$ cat config.mk
export PLATFORM = sky130hd
export DESIGN_NAME = dcc_top
export DESIGN_NICKNAME = d
export VERILOG_FILES = /design/src/design/dcc_pkg.sv /design/src/design/dcc_top.sv
export SDC_FILE = /design/constraint.sdc
export NUM_CORES = 2
export LEC_CHECK = 0
export BUFFER_PORTS_ARGS = -buffer_cell sky130_fd_sc_hd__buf_2
export CELL_PAD_IN_SITES_DETAIL_PLACEMENT = 1
export CELL_PAD_IN_SITES_GLOBAL_PLACEMENT = 2
export CORE_UTILIZATION = 39
export DETAILED_ROUTE_END_ITERATION = 6
export PLACE_DENSITY_LB_ADDON = 0.1
export SYNTH_ARGS = -nofsm -noshare
export SYNTH_HDL_FRONTEND = slang
export SYNTH_SLANG_ARGS = --single-unit
export TNS_END_PERCENT = 1
$ cat constraint.sdc
create_clock -name clk -period 27.8 [get_ports clk]
set_input_delay 1.39 -clock clk [delete_from_list [all_inputs] [get_ports clk]]
set_output_delay 1.39 -clock clk [all_outputs]
set_load 0.03 [all_outputs]
$ cat src/design/dcc_pkg.sv
// Purpose: Shared constants and types for the DMA CRC and channel control block
// Assumes: AXI4-Lite register access, 32-bit data, one word per register
// Notes:   Offsets are byte addresses
package dcc_pkg;
  localparam int          ADDR_W      = 8;
  localparam logic [7:0]  OFS_SETUP   = 8'h00;
  localparam logic [7:0]  OFS_SEED    = 8'h04;
  localparam logic [7:0]  OFS_TAPS    = 8'h08;
  localparam logic [7:0]  OFS_CTRL    = 8'h0c;
  localparam logic [7:0]  OFS_ISTAT   = 8'h10;
  localparam logic [7:0]  OFS_ICLR    = 8'h14;
  localparam logic [7:0]  OFS_IEN     = 8'h18;
  localparam int          CC_BUSY     = 15;
  localparam int          CC_DIR      = 8;
  localparam int          CC_ON       = 7;
  localparam int          CC_EVOFF    = 6;
  localparam int          CC_CHAIN    = 5;
  localparam int          CC_AUTO     = 4;
  localparam int          CC_SEEN     = 2;
  localparam int          CC_PRI      = 0;
  localparam int          SU_EN       = 7;
  localparam int          SU_TYPE     = 5;
  localparam int          SU_LEN      = 8;
  localparam int          IRQ_W       = 3;
  localparam int          IRQ_BLOCK   = 0;
  localparam int          IRQ_EVENT   = 1;
  localparam int          IRQ_CHAIN   = 2;
  localparam logic [31:0] CRC_RST     = 32'h0000_0000;
  localparam logic [31:0] TAPS_RST    = 32'h0000_0000;
  localparam logic [1:0]  RESP_OKAY   = 2'h0;
  localparam logic [1:0]  RESP_SLVERR = 2'h2;

  typedef enum logic {
    DCC_LFSR  = 1'b0,
    DCC_IPSUM = 1'b1
  } dcc_mode_t;

  typedef struct packed {
    logic       chain_direction;
    logic       channel_on;
    logic       events_when_off;
    logic       chain_allow;
    logic       auto_reenable;
    logic       event_seen;
    logic [1:0] priority_level;
  } dcc_ctrl_t;

  typedef struct packed {
    logic       crc_on;
    dcc_mode_t  checksum_type_select;
    logic [4:0] polynomial_length_field;
  } dcc_setup_t;

  typedef struct packed {
    logic start;
    logic abort;
    logic block_done;
    logic lower_done;
    logic higher_done;
  } dcc_evt_t;

  localparam dcc_ctrl_t  CTRL_RST  = '0;
  localparam dcc_setup_t SETUP_RST = '0;
endpackage

$ cat src/design/dcc_top.sv
// Purpose: CRC seed/result and tap registers plus one DMA channel control register
// Assumes: Channel engine reports events and its transaction activity synchronously
// Notes:   CRC consumes one 16-bit word per valid cycle, MSB first in LFSR mode
//
// How it works
// Writing CRC value seeds the generator
// CRC read masks bits above polynomial length
// Checksum mode upper sixteen bits read zero
// Checksum mode stores and returns ones' complement
// Each set tap bit enables feedback XOR
// Taps ignored in checksum mode
// Busy reads one while active or enabled
// Direction picks which neighbour completion enables
// Enable bit gates channel transfers
// Disabled channel registers events only if allowed
// Chaining enables channel only when allowed
// Without auto-enable, block completion clears enable
// Event seen flag set on detected event
// Two-bit priority, three is highest
// Busy stays until current transaction finishes
// Unused control bits read zero, ignore writes
// Type select picks checksum or LFSR
// Length field holds polynomial length minus one
`timescale 1ns/1ps
module dcc_top #(
  parameter int CRC_IN_W = 16
) (
  input  wire logic                      clk,
  input  wire logic                      sys_rst,
  input  wire logic [dcc_pkg::ADDR_W-1:0] s_axi_awaddr,
  input  wire logic                      s_axi_awvalid,
  output logic                           s_axi_awready,
  input  wire logic [31:0]               s_axi_wdata,
  input  wire logic [3:0]                s_axi_wstrb,
  input  wire logic                      s_axi_wvalid,
  output logic                           s_axi_wready,
  output logic [1:0]                     s_axi_bresp,
  output logic                           s_axi_bvalid,
  input  wire logic                      s_axi_bready,
  input  wire logic [dcc_pkg::ADDR_W-1:0] s_axi_araddr,
  input  wire logic                      s_axi_arvalid,
  output logic                           s_axi_arready,
  output logic [31:0]                    s_axi_rdata,
  output logic [1:0]                     s_axi_rresp,
  output logic                           s_axi_rvalid,
  input  wire logic                      s_axi_rready,
  input  wire dcc_pkg::dcc_evt_t         evt,
  input  wire logic                      txn_active,
  input  wire logic                      crc_in_valid,
  input  wire logic [CRC_IN_W-1:0]       crc_in_data,
  output logic                           chan_on,
  output logic [1:0]                     chan_priority,
  output logic                           chan_busy,
  output logic                           irq
);

  function automatic logic [31:0] len_mask(input logic [4:0] len);
    logic [31:0] m;
    m = '0;
    for (int j = 0; j < 32; j++) begin
      m[j] = (j <= int'(len));
    end
    return m;
  endfunction

  function automatic logic [31:0] lfsr_step(input logic [31:0] crc, input logic [31:0] taps,
                                            input logic [4:0] len, input logic [CRC_IN_W-1:0] d);
    logic [31:0] c;
    logic        fb;
    c = crc;
    for (int i = CRC_IN_W - 1; i >= 0; i--) begin
      fb = c[len] ^ d[i];
      c  = {c[30:0], 1'b0} ^ (fb ? taps : 32'h0000_0000);
    end
    return c & len_mask(len);
  endfunction

  function automatic logic [15:0] ip_add(input logic [15:0] s, input logic [15:0] d);
    logic [16:0] t;
    t = {1'b0, s} + {1'b0, d};
    return t[15:0] + {15'h0000, t[16]};
  endfunction

  // Bus state
  logic                       aw_full_ff, nxt_aw_full, w_full_ff, nxt_w_full;
  logic [dcc_pkg::ADDR_W-1:0] aw_addr_ff, nxt_aw_addr, rd_addr_ff, nxt_rd_addr;
  logic [31:0]                w_data_ff, nxt_w_data, rdata_ff, nxt_rdata;
  logic [3:0]                 w_strb_ff, nxt_w_strb;
  logic                       awready_ff, nxt_awready, wready_ff, nxt_wready;
  logic                       bvalid_ff, nxt_bvalid, arready_ff, nxt_arready;
  logic                       rvalid_ff, nxt_rvalid;
  logic [1:0]                 bresp_ff, nxt_bresp, rresp_ff, nxt_rresp;
  logic                       do_wr, do_rd;
  logic [31:0]                bmask, rd_val;
  logic                       rd_hit;
  // Block state
  dcc_pkg::dcc_ctrl_t         ctrl_ff, nxt_ctrl;
  dcc_pkg::dcc_setup_t        setup_ff, nxt_setup;
  logic [31:0]                crc_ff, nxt_crc, taps_ff, nxt_taps, crc_view, seed_in;
  logic                       busy_ff, nxt_busy, irq_ff, nxt_irq;
  logic [dcc_pkg::IRQ_W-1:0]  stat_ff, nxt_stat, ien_ff, nxt_ien, ev_set;
  logic                       wr_seed, wr_ctrl, ev_ok, chain_go;

  assign bmask = {{8{w_strb_ff[3]}}, {8{w_strb_ff[2]}}, {8{w_strb_ff[1]}}, {8{w_strb_ff[0]}}};
  assign do_wr = aw_full_ff && w_full_ff && !bvalid_ff;
  assign do_rd = s_axi_arvalid && arready_ff;

  // Readback view of the CRC state
  always_comb begin
    if (setup_ff.checksum_type_select == dcc_pkg::DCC_IPSUM) begin
      crc_view = {16'h0000, ~crc_ff[15:0]};
    end else begin
      crc_view = crc_ff & len_mask(setup_ff.polynomial_length_field);
    end
  end

  always_comb begin
    rd_hit = 1'b1;
    rd_val = 32'h0000_0000;
    case (s_axi_araddr)
      dcc_pkg::OFS_SETUP: begin
        rd_val[dcc_pkg::SU_EN]                  = setup_ff.crc_on;
        rd_val[dcc_pkg::SU_TYPE]                = setup_ff.checksum_type_select;
        rd_val[dcc_pkg::SU_LEN +: 5]            = setup_ff.polynomial_length_field;
      end
      dcc_pkg::OFS_SEED:  rd_val = crc_view;
      dcc_pkg::OFS_TAPS:  rd_val = taps_ff;
      dcc_pkg::OFS_CTRL: begin
        // Unlisted bits stay zero
        rd_val[dcc_pkg::CC_BUSY]   = busy_ff;
        rd_val[dcc_pkg::CC_DIR]    = ctrl_ff.chain_direction;
        rd_val[dcc_pkg::CC_ON]     = ctrl_ff.channel_on;
        rd_val[dcc_pkg::CC_EVOFF]  = ctrl_ff.events_when_off;
        rd_val[dcc_pkg::CC_CHAIN]  = ctrl_ff.chain_allow;
        rd_val[dcc_pkg::CC_AUTO]   = ctrl_ff.auto_reenable;
        rd_val[dcc_pkg::CC_SEEN]   = ctrl_ff.event_seen;
        rd_val[dcc_pkg::CC_PRI +: 2] = ctrl_ff.priority_level;
      end
      dcc_pkg::OFS_ISTAT: rd_val[dcc_pkg::IRQ_W-1:0] = stat_ff;
      dcc_pkg::OFS_ICLR:  rd_val = 32'h0000_0000;
      dcc_pkg::OFS_IEN:   rd_val[dcc_pkg::IRQ_W-1:0] = ien_ff;
      default:            rd_hit = 1'b0;
    endcase
  end

  // AXI4-Lite handshakes
  always_comb begin
    nxt_aw_full = aw_full_ff;
    nxt_w_full  = w_full_ff;
    nxt_aw_addr = aw_addr_ff;
    nxt_w_data  = w_data_ff;
    nxt_w_strb  = w_strb_ff;
    nxt_bvalid  = bvalid_ff;
    nxt_bresp   = bresp_ff;
    nxt_rvalid  = rvalid_ff;
    nxt_rresp   = rresp_ff;
    nxt_rdata   = rdata_ff;
    nxt_rd_addr = rd_addr_ff;
    if (s_axi_awvalid && awready_ff) begin
      nxt_aw_full = 1'b1;
      nxt_aw_addr = s_axi_awaddr;
    end
    if (s_axi_wvalid && wready_ff) begin
      nxt_w_full = 1'b1;
      nxt_w_data = s_axi_wdata;
      nxt_w_strb = s_axi_wstrb;
    end
    if (bvalid_ff && s_axi_bready) begin
      nxt_bvalid = 1'b0;
    end
    if (do_wr) begin
      nxt_aw_full = 1'b0;
      nxt_w_full  = 1'b0;
      nxt_bvalid  = 1'b1;
      nxt_bresp   = (aw_addr_ff <= dcc_pkg::OFS_IEN && aw_addr_ff[1:0] == 2'h0) ?
                    dcc_pkg::RESP_OKAY : dcc_pkg::RESP_SLVERR;
    end
    if (rvalid_ff && s_axi_rready) begin
      nxt_rvalid = 1'b0;
    end
    if (do_rd) begin
      nxt_rvalid  = 1'b1;
      nxt_rdata   = rd_val;
      nxt_rresp   = rd_hit ? dcc_pkg::RESP_OKAY : dcc_pkg::RESP_SLVERR;
      nxt_rd_addr = s_axi_araddr;
    end
    // Ready low while a slot is held, so payloads never get overwritten
    nxt_awready = !nxt_aw_full && !nxt_bvalid;
    nxt_wready  = !nxt_w_full && !nxt_bvalid;
    nxt_arready = !nxt_rvalid;
  end

  always_ff @(posedge clk or posedge sys_rst) begin
    if (sys_rst) begin
      aw_full_ff <= 1'b0;
      w_full_ff  <= 1'b0;
      aw_addr_ff <= '0;
      w_data_ff  <= 32'h0000_0000;
      w_strb_ff  <= 4'h0;
      awready_ff <= 1'b0;
      wready_ff  <= 1'b0;
      bvalid_ff  <= 1'b0;
      bresp_ff   <= dcc_pkg::RESP_OKAY;
      arready_ff <= 1'b0;
      rvalid_ff  <= 1'b0;
      rresp_ff   <= dcc_pkg::RESP_OKAY;
      rdata_ff   <= 32'h0000_0000;
      rd_addr_ff <= '0;
    end else begin
      aw_full_ff <= nxt_aw_full;
      w_full_ff  <= nxt_w_full;
      aw_addr_ff <= nxt_aw_addr;
      w_data_ff  <= nxt_w_data;
      w_strb_ff  <= nxt_w_strb;
      awready_ff <= nxt_awready;
      wready_ff  <= nxt_wready;
      bvalid_ff  <= nxt_bvalid;
      bresp_ff   <= nxt_bresp;
      arready_ff <= nxt_arready;
      rvalid_ff  <= nxt_rvalid;
      rresp_ff   <= nxt_rresp;
      rdata_ff   <= nxt_rdata;
      rd_addr_ff <= nxt_rd_addr;
    end
  end

  assign wr_seed  = do_wr && aw_addr_ff == dcc_pkg::OFS_SEED;
  assign wr_ctrl  = do_wr && aw_addr_ff == dcc_pkg::OFS_CTRL;
  assign seed_in  = (crc_view & ~bmask) | (w_data_ff & bmask);
  assign ev_ok    = ctrl_ff.channel_on || ctrl_ff.events_when_off;

  assign chain_go = ctrl_ff.chain_allow &&
                    (ctrl_ff.chain_direction ? evt.lower_done : evt.higher_done);

  // Register file, CRC engine and channel state
  always_comb begin
    nxt_setup = setup_ff;
    nxt_taps  = taps_ff;
    nxt_crc   = crc_ff;
    nxt_ctrl  = ctrl_ff;
    nxt_ien   = ien_ff;
    ev_set    = '0;
    if (do_wr && aw_addr_ff == dcc_pkg::OFS_SETUP) begin
      if (w_strb_ff[0]) begin
        nxt_setup.crc_on               = w_data_ff[dcc_pkg::SU_EN];
        nxt_setup.checksum_type_select = dcc_pkg::dcc_mode_t'(w_data_ff[dcc_pkg::SU_TYPE]);
      end
      if (w_strb_ff[1]) begin
        nxt_setup.polynomial_length_field = w_data_ff[dcc_pkg::SU_LEN +: 5];
      end
    end
    if (do_wr && aw_addr_ff == dcc_pkg::OFS_TAPS) begin
      nxt_taps = (taps_ff & ~bmask) | (w_data_ff & bmask);
    end
    if (do_wr && aw_addr_ff == dcc_pkg::OFS_IEN) begin
      nxt_ien = w_data_ff[dcc_pkg::IRQ_W-1:0];
    end
    // A seed write outranks data arriving in the same cycle
    if (wr_seed) begin
      if (setup_ff.checksum_type_select == dcc_pkg::DCC_IPSUM) begin
        nxt_crc = {16'h0000, ~seed_in[15:0]};
      end else begin
        nxt_crc = seed_in;
      end
    end else if (crc_in_valid && setup_ff.crc_on) begin
      if (setup_ff.checksum_type_select == dcc_pkg::DCC_IPSUM) begin
        nxt_crc = {16'h0000, ip_add(crc_ff[15:0], crc_in_data[15:0])};
      end else begin
        nxt_crc = lfsr_step(crc_ff, taps_ff, setup_ff.polynomial_length_field,
                            crc_in_data);
      end
    end
    if (wr_ctrl) begin
      if (w_strb_ff[0]) begin
        nxt_ctrl.channel_on      = w_data_ff[dcc_pkg::CC_ON];
        nxt_ctrl.events_when_off = w_data_ff[dcc_pkg::CC_EVOFF];
        nxt_ctrl.chain_allow     = w_data_ff[dcc_pkg::CC_CHAIN];
        nxt_ctrl.auto_reenable   = w_data_ff[dcc_pkg::CC_AUTO];
        nxt_ctrl.priority_level  = w_data_ff[dcc_pkg::CC_PRI +: 2];
      end
      if (w_strb_ff[1]) begin
        nxt_ctrl.chain_direction = w_data_ff[dcc_pkg::CC_DIR];
      end
    end
    if (evt.block_done) begin
      ev_set[dcc_pkg::IRQ_BLOCK] = 1'b1;
      nxt_ctrl.event_seen = 1'b0;
      if (!ctrl_ff.auto_reenable) begin
        nxt_ctrl.channel_on = 1'b0;
      end
    end
    // Hardware set wins over any clear in the same cycle
    if ((evt.start || evt.abort) && ev_ok) begin
      nxt_ctrl.event_seen = 1'b1;
      ev_set[dcc_pkg::IRQ_EVENT] = 1'b1;
    end
    if (chain_go) begin
      nxt_ctrl.channel_on = 1'b1;
      ev_set[dcc_pkg::IRQ_CHAIN] = 1'b1;
    end
    // Busy lingers while the engine finishes the transaction in flight
    nxt_busy = nxt_ctrl.channel_on || txn_active;
    nxt_stat = stat_ff;
    if (do_wr && aw_addr_ff == dcc_pkg::OFS_ICLR) begin
      nxt_stat = stat_ff & ~w_data_ff[dcc_pkg::IRQ_W-1:0];
    end
    nxt_stat = nxt_stat | ev_set;
    nxt_irq  = |(nxt_stat & nxt_ien);
  end

  always_ff @(posedge clk or posedge sys_rst) begin
    if (sys_rst) begin
      setup_ff <= dcc_pkg::SETUP_RST;
      taps_ff  <= dcc_pkg::TAPS_RST;
      crc_ff   <= dcc_pkg::CRC_RST;
      ctrl_ff  <= dcc_pkg::CTRL_RST;
      ien_ff   <= '0;
      stat_ff  <= '0;
      busy_ff  <= 1'b0;
      irq_ff   <= 1'b0;
    end else begin
      setup_ff <= nxt_setup;
      taps_ff  <= nxt_taps;
      crc_ff   <= nxt_crc;
      ctrl_ff  <= nxt_ctrl;
      ien_ff   <= nxt_ien;
      stat_ff  <= nxt_stat;
      busy_ff  <= nxt_busy;
      irq_ff   <= nxt_irq;
    end
  end

  assign s_axi_awready = awready_ff;
  assign s_axi_wready  = wready_ff;
  assign s_axi_bvalid  = bvalid_ff;
  assign s_axi_bresp   = bresp_ff;
  assign s_axi_arready = arready_ff;
  assign s_axi_rvalid  = rvalid_ff;
  assign s_axi_rresp   = rresp_ff;
  assign s_axi_rdata   = rdata_ff;
  assign chan_on       = ctrl_ff.channel_on;
  assign chan_priority = ctrl_ff.priority_level;
  assign chan_busy     = busy_ff;
  assign irq           = irq_ff;

  logic lfsr_md;
  assign lfsr_md = setup_ff.checksum_type_select == dcc_pkg::DCC_LFSR;
endmodule

==> impl_metrics.py <==
metrics = {
    "worst_setup_path": {
        "r2r_slack_ns": 0.74,
        "crit_family": "compound AO/OA/AOI/OAI gates",
        "critical_path_buf_inv_count": 21,
        "worstRegToRegCells": 106,
        "crit_path_start": "setup_ff[0]$_DFFE_PP0P_",
        "path_max_fanout": 30,
        "critPathArrivalTime_ns": 27.37,
        "slowest_delay_ns": 0.63,
        "worstSetupStartpointType": "flop",
        "cpMostUsedCell": "buf_4",
        "rr_endpoint": "crc_ff[13]$_DFFE_PP0P_",
        "r2r-start": "setup_ff[0]$_DFFE_PP0P_",
        "crit_path_end_kind": "flop",
        "required_ns": 28.11,
        "crit_slowest_cell": "or4_1",
        "setup.worst_path.class": "flop to flop",
    },
    "timing": {
        "setup_slack_ns": 0.7389,
        "fin_tns_setup_ns": 0,
        "tightestPinTransition_ns": 1.470,
        "slew_headroom_pct": 1.622,
        "hold_viol_final": 0,
        "max_freq_ghz": 0.03695,
        "period_needed_ns": 27.06,
        "fin_crit_sh_pct": 97.34,
        "skew_ns": 0.008187,
        "maxSlewViolCount": 0,
        "timing.hold.ws_ns": 0.4558,
        "setup_viol": 0,
    },
    "synth": {
        "synth.most_common_cell": "nand2_1",
        "synth-async-reset-ratio_pct": 100.0,
        "synthTopCellsByArea": "dfrtp_1, xnor2_1, nand2_1",
        "syn_avg_cell_area_um2": 7.388,
        "synth_area_um2": 34500,
        "ys_ff_latch": 172,
        "synthCells": 4669,
        "synthTopCellsByCount": "nand2_1, nor2_1, xnor2_1, a21oi_1, o21ai_0",
        "synth_seq_area_share_pct": 12.48,
        "synth_cell_type_count": 139,
        "synth.top_cell.area_share_pct": 12.48,
        "synth_edf_count": 0,
        "yosys.area.top_type": "dfrtp_1",
        "synthFlopType": "dfrtp_1",
        "ys_warn_count": 0,
    },
    "clock_network": {
        "clock-root-buffer": "clkbuf_16",
        "cts_buffers": 17,
        "path_clk_slew_ns": 0.07,
        "clock_path_buffers": 2,
        "h-tree-depth": 4,
        "tritoncts": "built",
        "clock_sinks": 172,
        "clk_latency_ns": 0.45,
    },
    "placement": {
        "dp_cells": 5948,
        "routabilityCongestion": 1.073,
        "hpwl_um": 173300,
        "port_buffers": 125,
        "pre_cts_ws_ns": -0.9238,
    },
    "detailed_routing": {
        "antenna_left": 0,
        "firstDrtPassIters": 7,
        "vias": 42833,
        "drc": 4,
        "wl_per_cell_um": 38.89,
        "viasPerCell": 7.117,
        "wirelength_um": 234000,
        "drt-initial-drc-count": 5752,
    },
    "die": {
        "die_h_um": 299.4,
        "die_area_um2": 89640,
        "rows": 108,
        "io_pins": 128,
        "core_area_um2": 87160,
        "die_x_um": 299.4,
        "initial_core_util_pct": 39.58,
    },
    "layout": {
        "nFillCells": 11069,
        "seq_area_um2": 4317,
        "multi_input_area_um2": 26960,
        "drive_above_1_share_pct": 19.46,
        "fin_nets": 4940,
        "area_growth_pct": 9.681,
        "layout.cells.non_filler": 6018,
    },
    "pwr": {
        "p_leak_nw": 13.95,
        "finalPower_mw": 3.697,
        "max-vdd-ir-drop_v": 0.00006280,
        "power.density_nw_per_um2": 97.70,
    },
    "flow_run": {
        "drv_cap": 0,
    },
    "min_path": {
        "hold_path.class": "flop to flop",
        "holdPathEnd": "s_axi_wready$_DFF_PP0_",
        "holdPathStages": 1,
        "worstHoldStart": "w_full_ff$_DFF_PP0_",
    },
    "global_routing": {
        "antenna_found_initial": 18,
        "grtUsageTotal_pct": 50.25,
        "first_global_vias": 40758,
        "overflow": 0,
        "grt_pass1_wl_um": 320700,
        "grt_max_degree": 102,
    },
    "status": {
        "status": "finished, violations left",
        "violations": "DRC",
    },
}
## power by group
part | leakage [nW] | internal, mW | switching [mW]
combinational | 11.5 | 1.06 | 1.97
clock | 0.264 | 0.133 | 0.111
sequential | 2.22 | 0.312 | 0.109
## logic make-up (layout without fill, tap and decap cells)
| kind of cell | count (synthesis) | in the layout | share of synthesized area, % |
|---|---|---|---|
| xor gates and xnor gates | 538 | 538 | 13.95 |
| DFF | 172 | 172 | 12.48 |
| other | 1 | 14 | 0.01087 |
| buffers and inverters | 514 | 695 | 11.07 |
| adders and majority gates | 19 | 19 | 0.7109 |
| AOI/OAI and AO/OA | 1307 | 1307 | 26.92 |
| and+or+nand+nor | 1807 | 1807 | 24.73 |
| muxes | 311 | 311 | 10.13 |
## area by class of cell
| type | instances | area share, % |
|---|---|---|
| tap | 1155 | 3.820 |
| clock inverter | 12 | 0.3704 |
| antenna | 12 | 0.07937 |
| inverter | 94 | 0.9756 |
| clock buffer | 19 | 1.144 |
| multi-input combinational | 3984 | 71.26 |
| timing repair buffer | 570 | 10.94 |
| sequential | 172 | 11.41 |
## worst max path at each step
stage | slack [ns] | cells past startpoint | endpoint
6_report | 0.74 | 106 | crc_ff[13]$_DFFE_PP0P_
5_1_grt | -0.03 | 109 | crc_ff[13]$_DFFE_PP0P_
4_1_cts | 0.009 | 102 | crc_ff[13]$_DFFE_PP0P_
3_5_place_dp | -0.92 | 102 | crc_ff[13]$_DFFE_PP0P_
3_3_place_gp | -0.70 | 105 | crc_ff[13]$_DFFE_PP0P_
2_1_floorplan | 4.71 | 95 | crc_ff[23]$_DFFE_PP0P_
## stage by stage
step,utilization (%),instance area (um^2)
finish,43.41,37840
global route,43.38,37810
CTS,42.72,37230
detailed placement,41.89,36510
global placement,41.89,36510
floorplan,-,34500
## per-layer routing
metal | part of all wire [%] | GRT usage, % | vias up | routed length [um]
met5 | 0.045 | 0 | - | 106
met4 | 9.7 | 40.86 | 14 | 22730
met3 | 13 | 13.52 | 1007 | 29430
met2 | 40 | 72.30 | 3279 | 94170
met1 | 37 | 62.74 | 21063 | 87600
li1 | - | - | 17470 | -
## timing repair
item                                    4_1_cts  5_1_grt
buffers inserted                              2       25
pin swaps                                     2       22
gates resized for setup                      22       86
endpoints found under the setup margin       32       32
hold buffers                                  0        0
## cell usage in the layout, fill, tap and decap left out, types with 65 or more instances in the layout
master   count
xor2_1     145
mux2_2     109
inv_1       73
mux2i_1    167
nand3_1    167
nor2_1     462
xnor2_1    368
buf_2      125
buf_4      429
a31oi_1     65
a21oi_1    243
dfrtp_1    166
nor3_1     160
nand2_1    578
o21ai_0    187
Power figures use the tool's default switching activity.
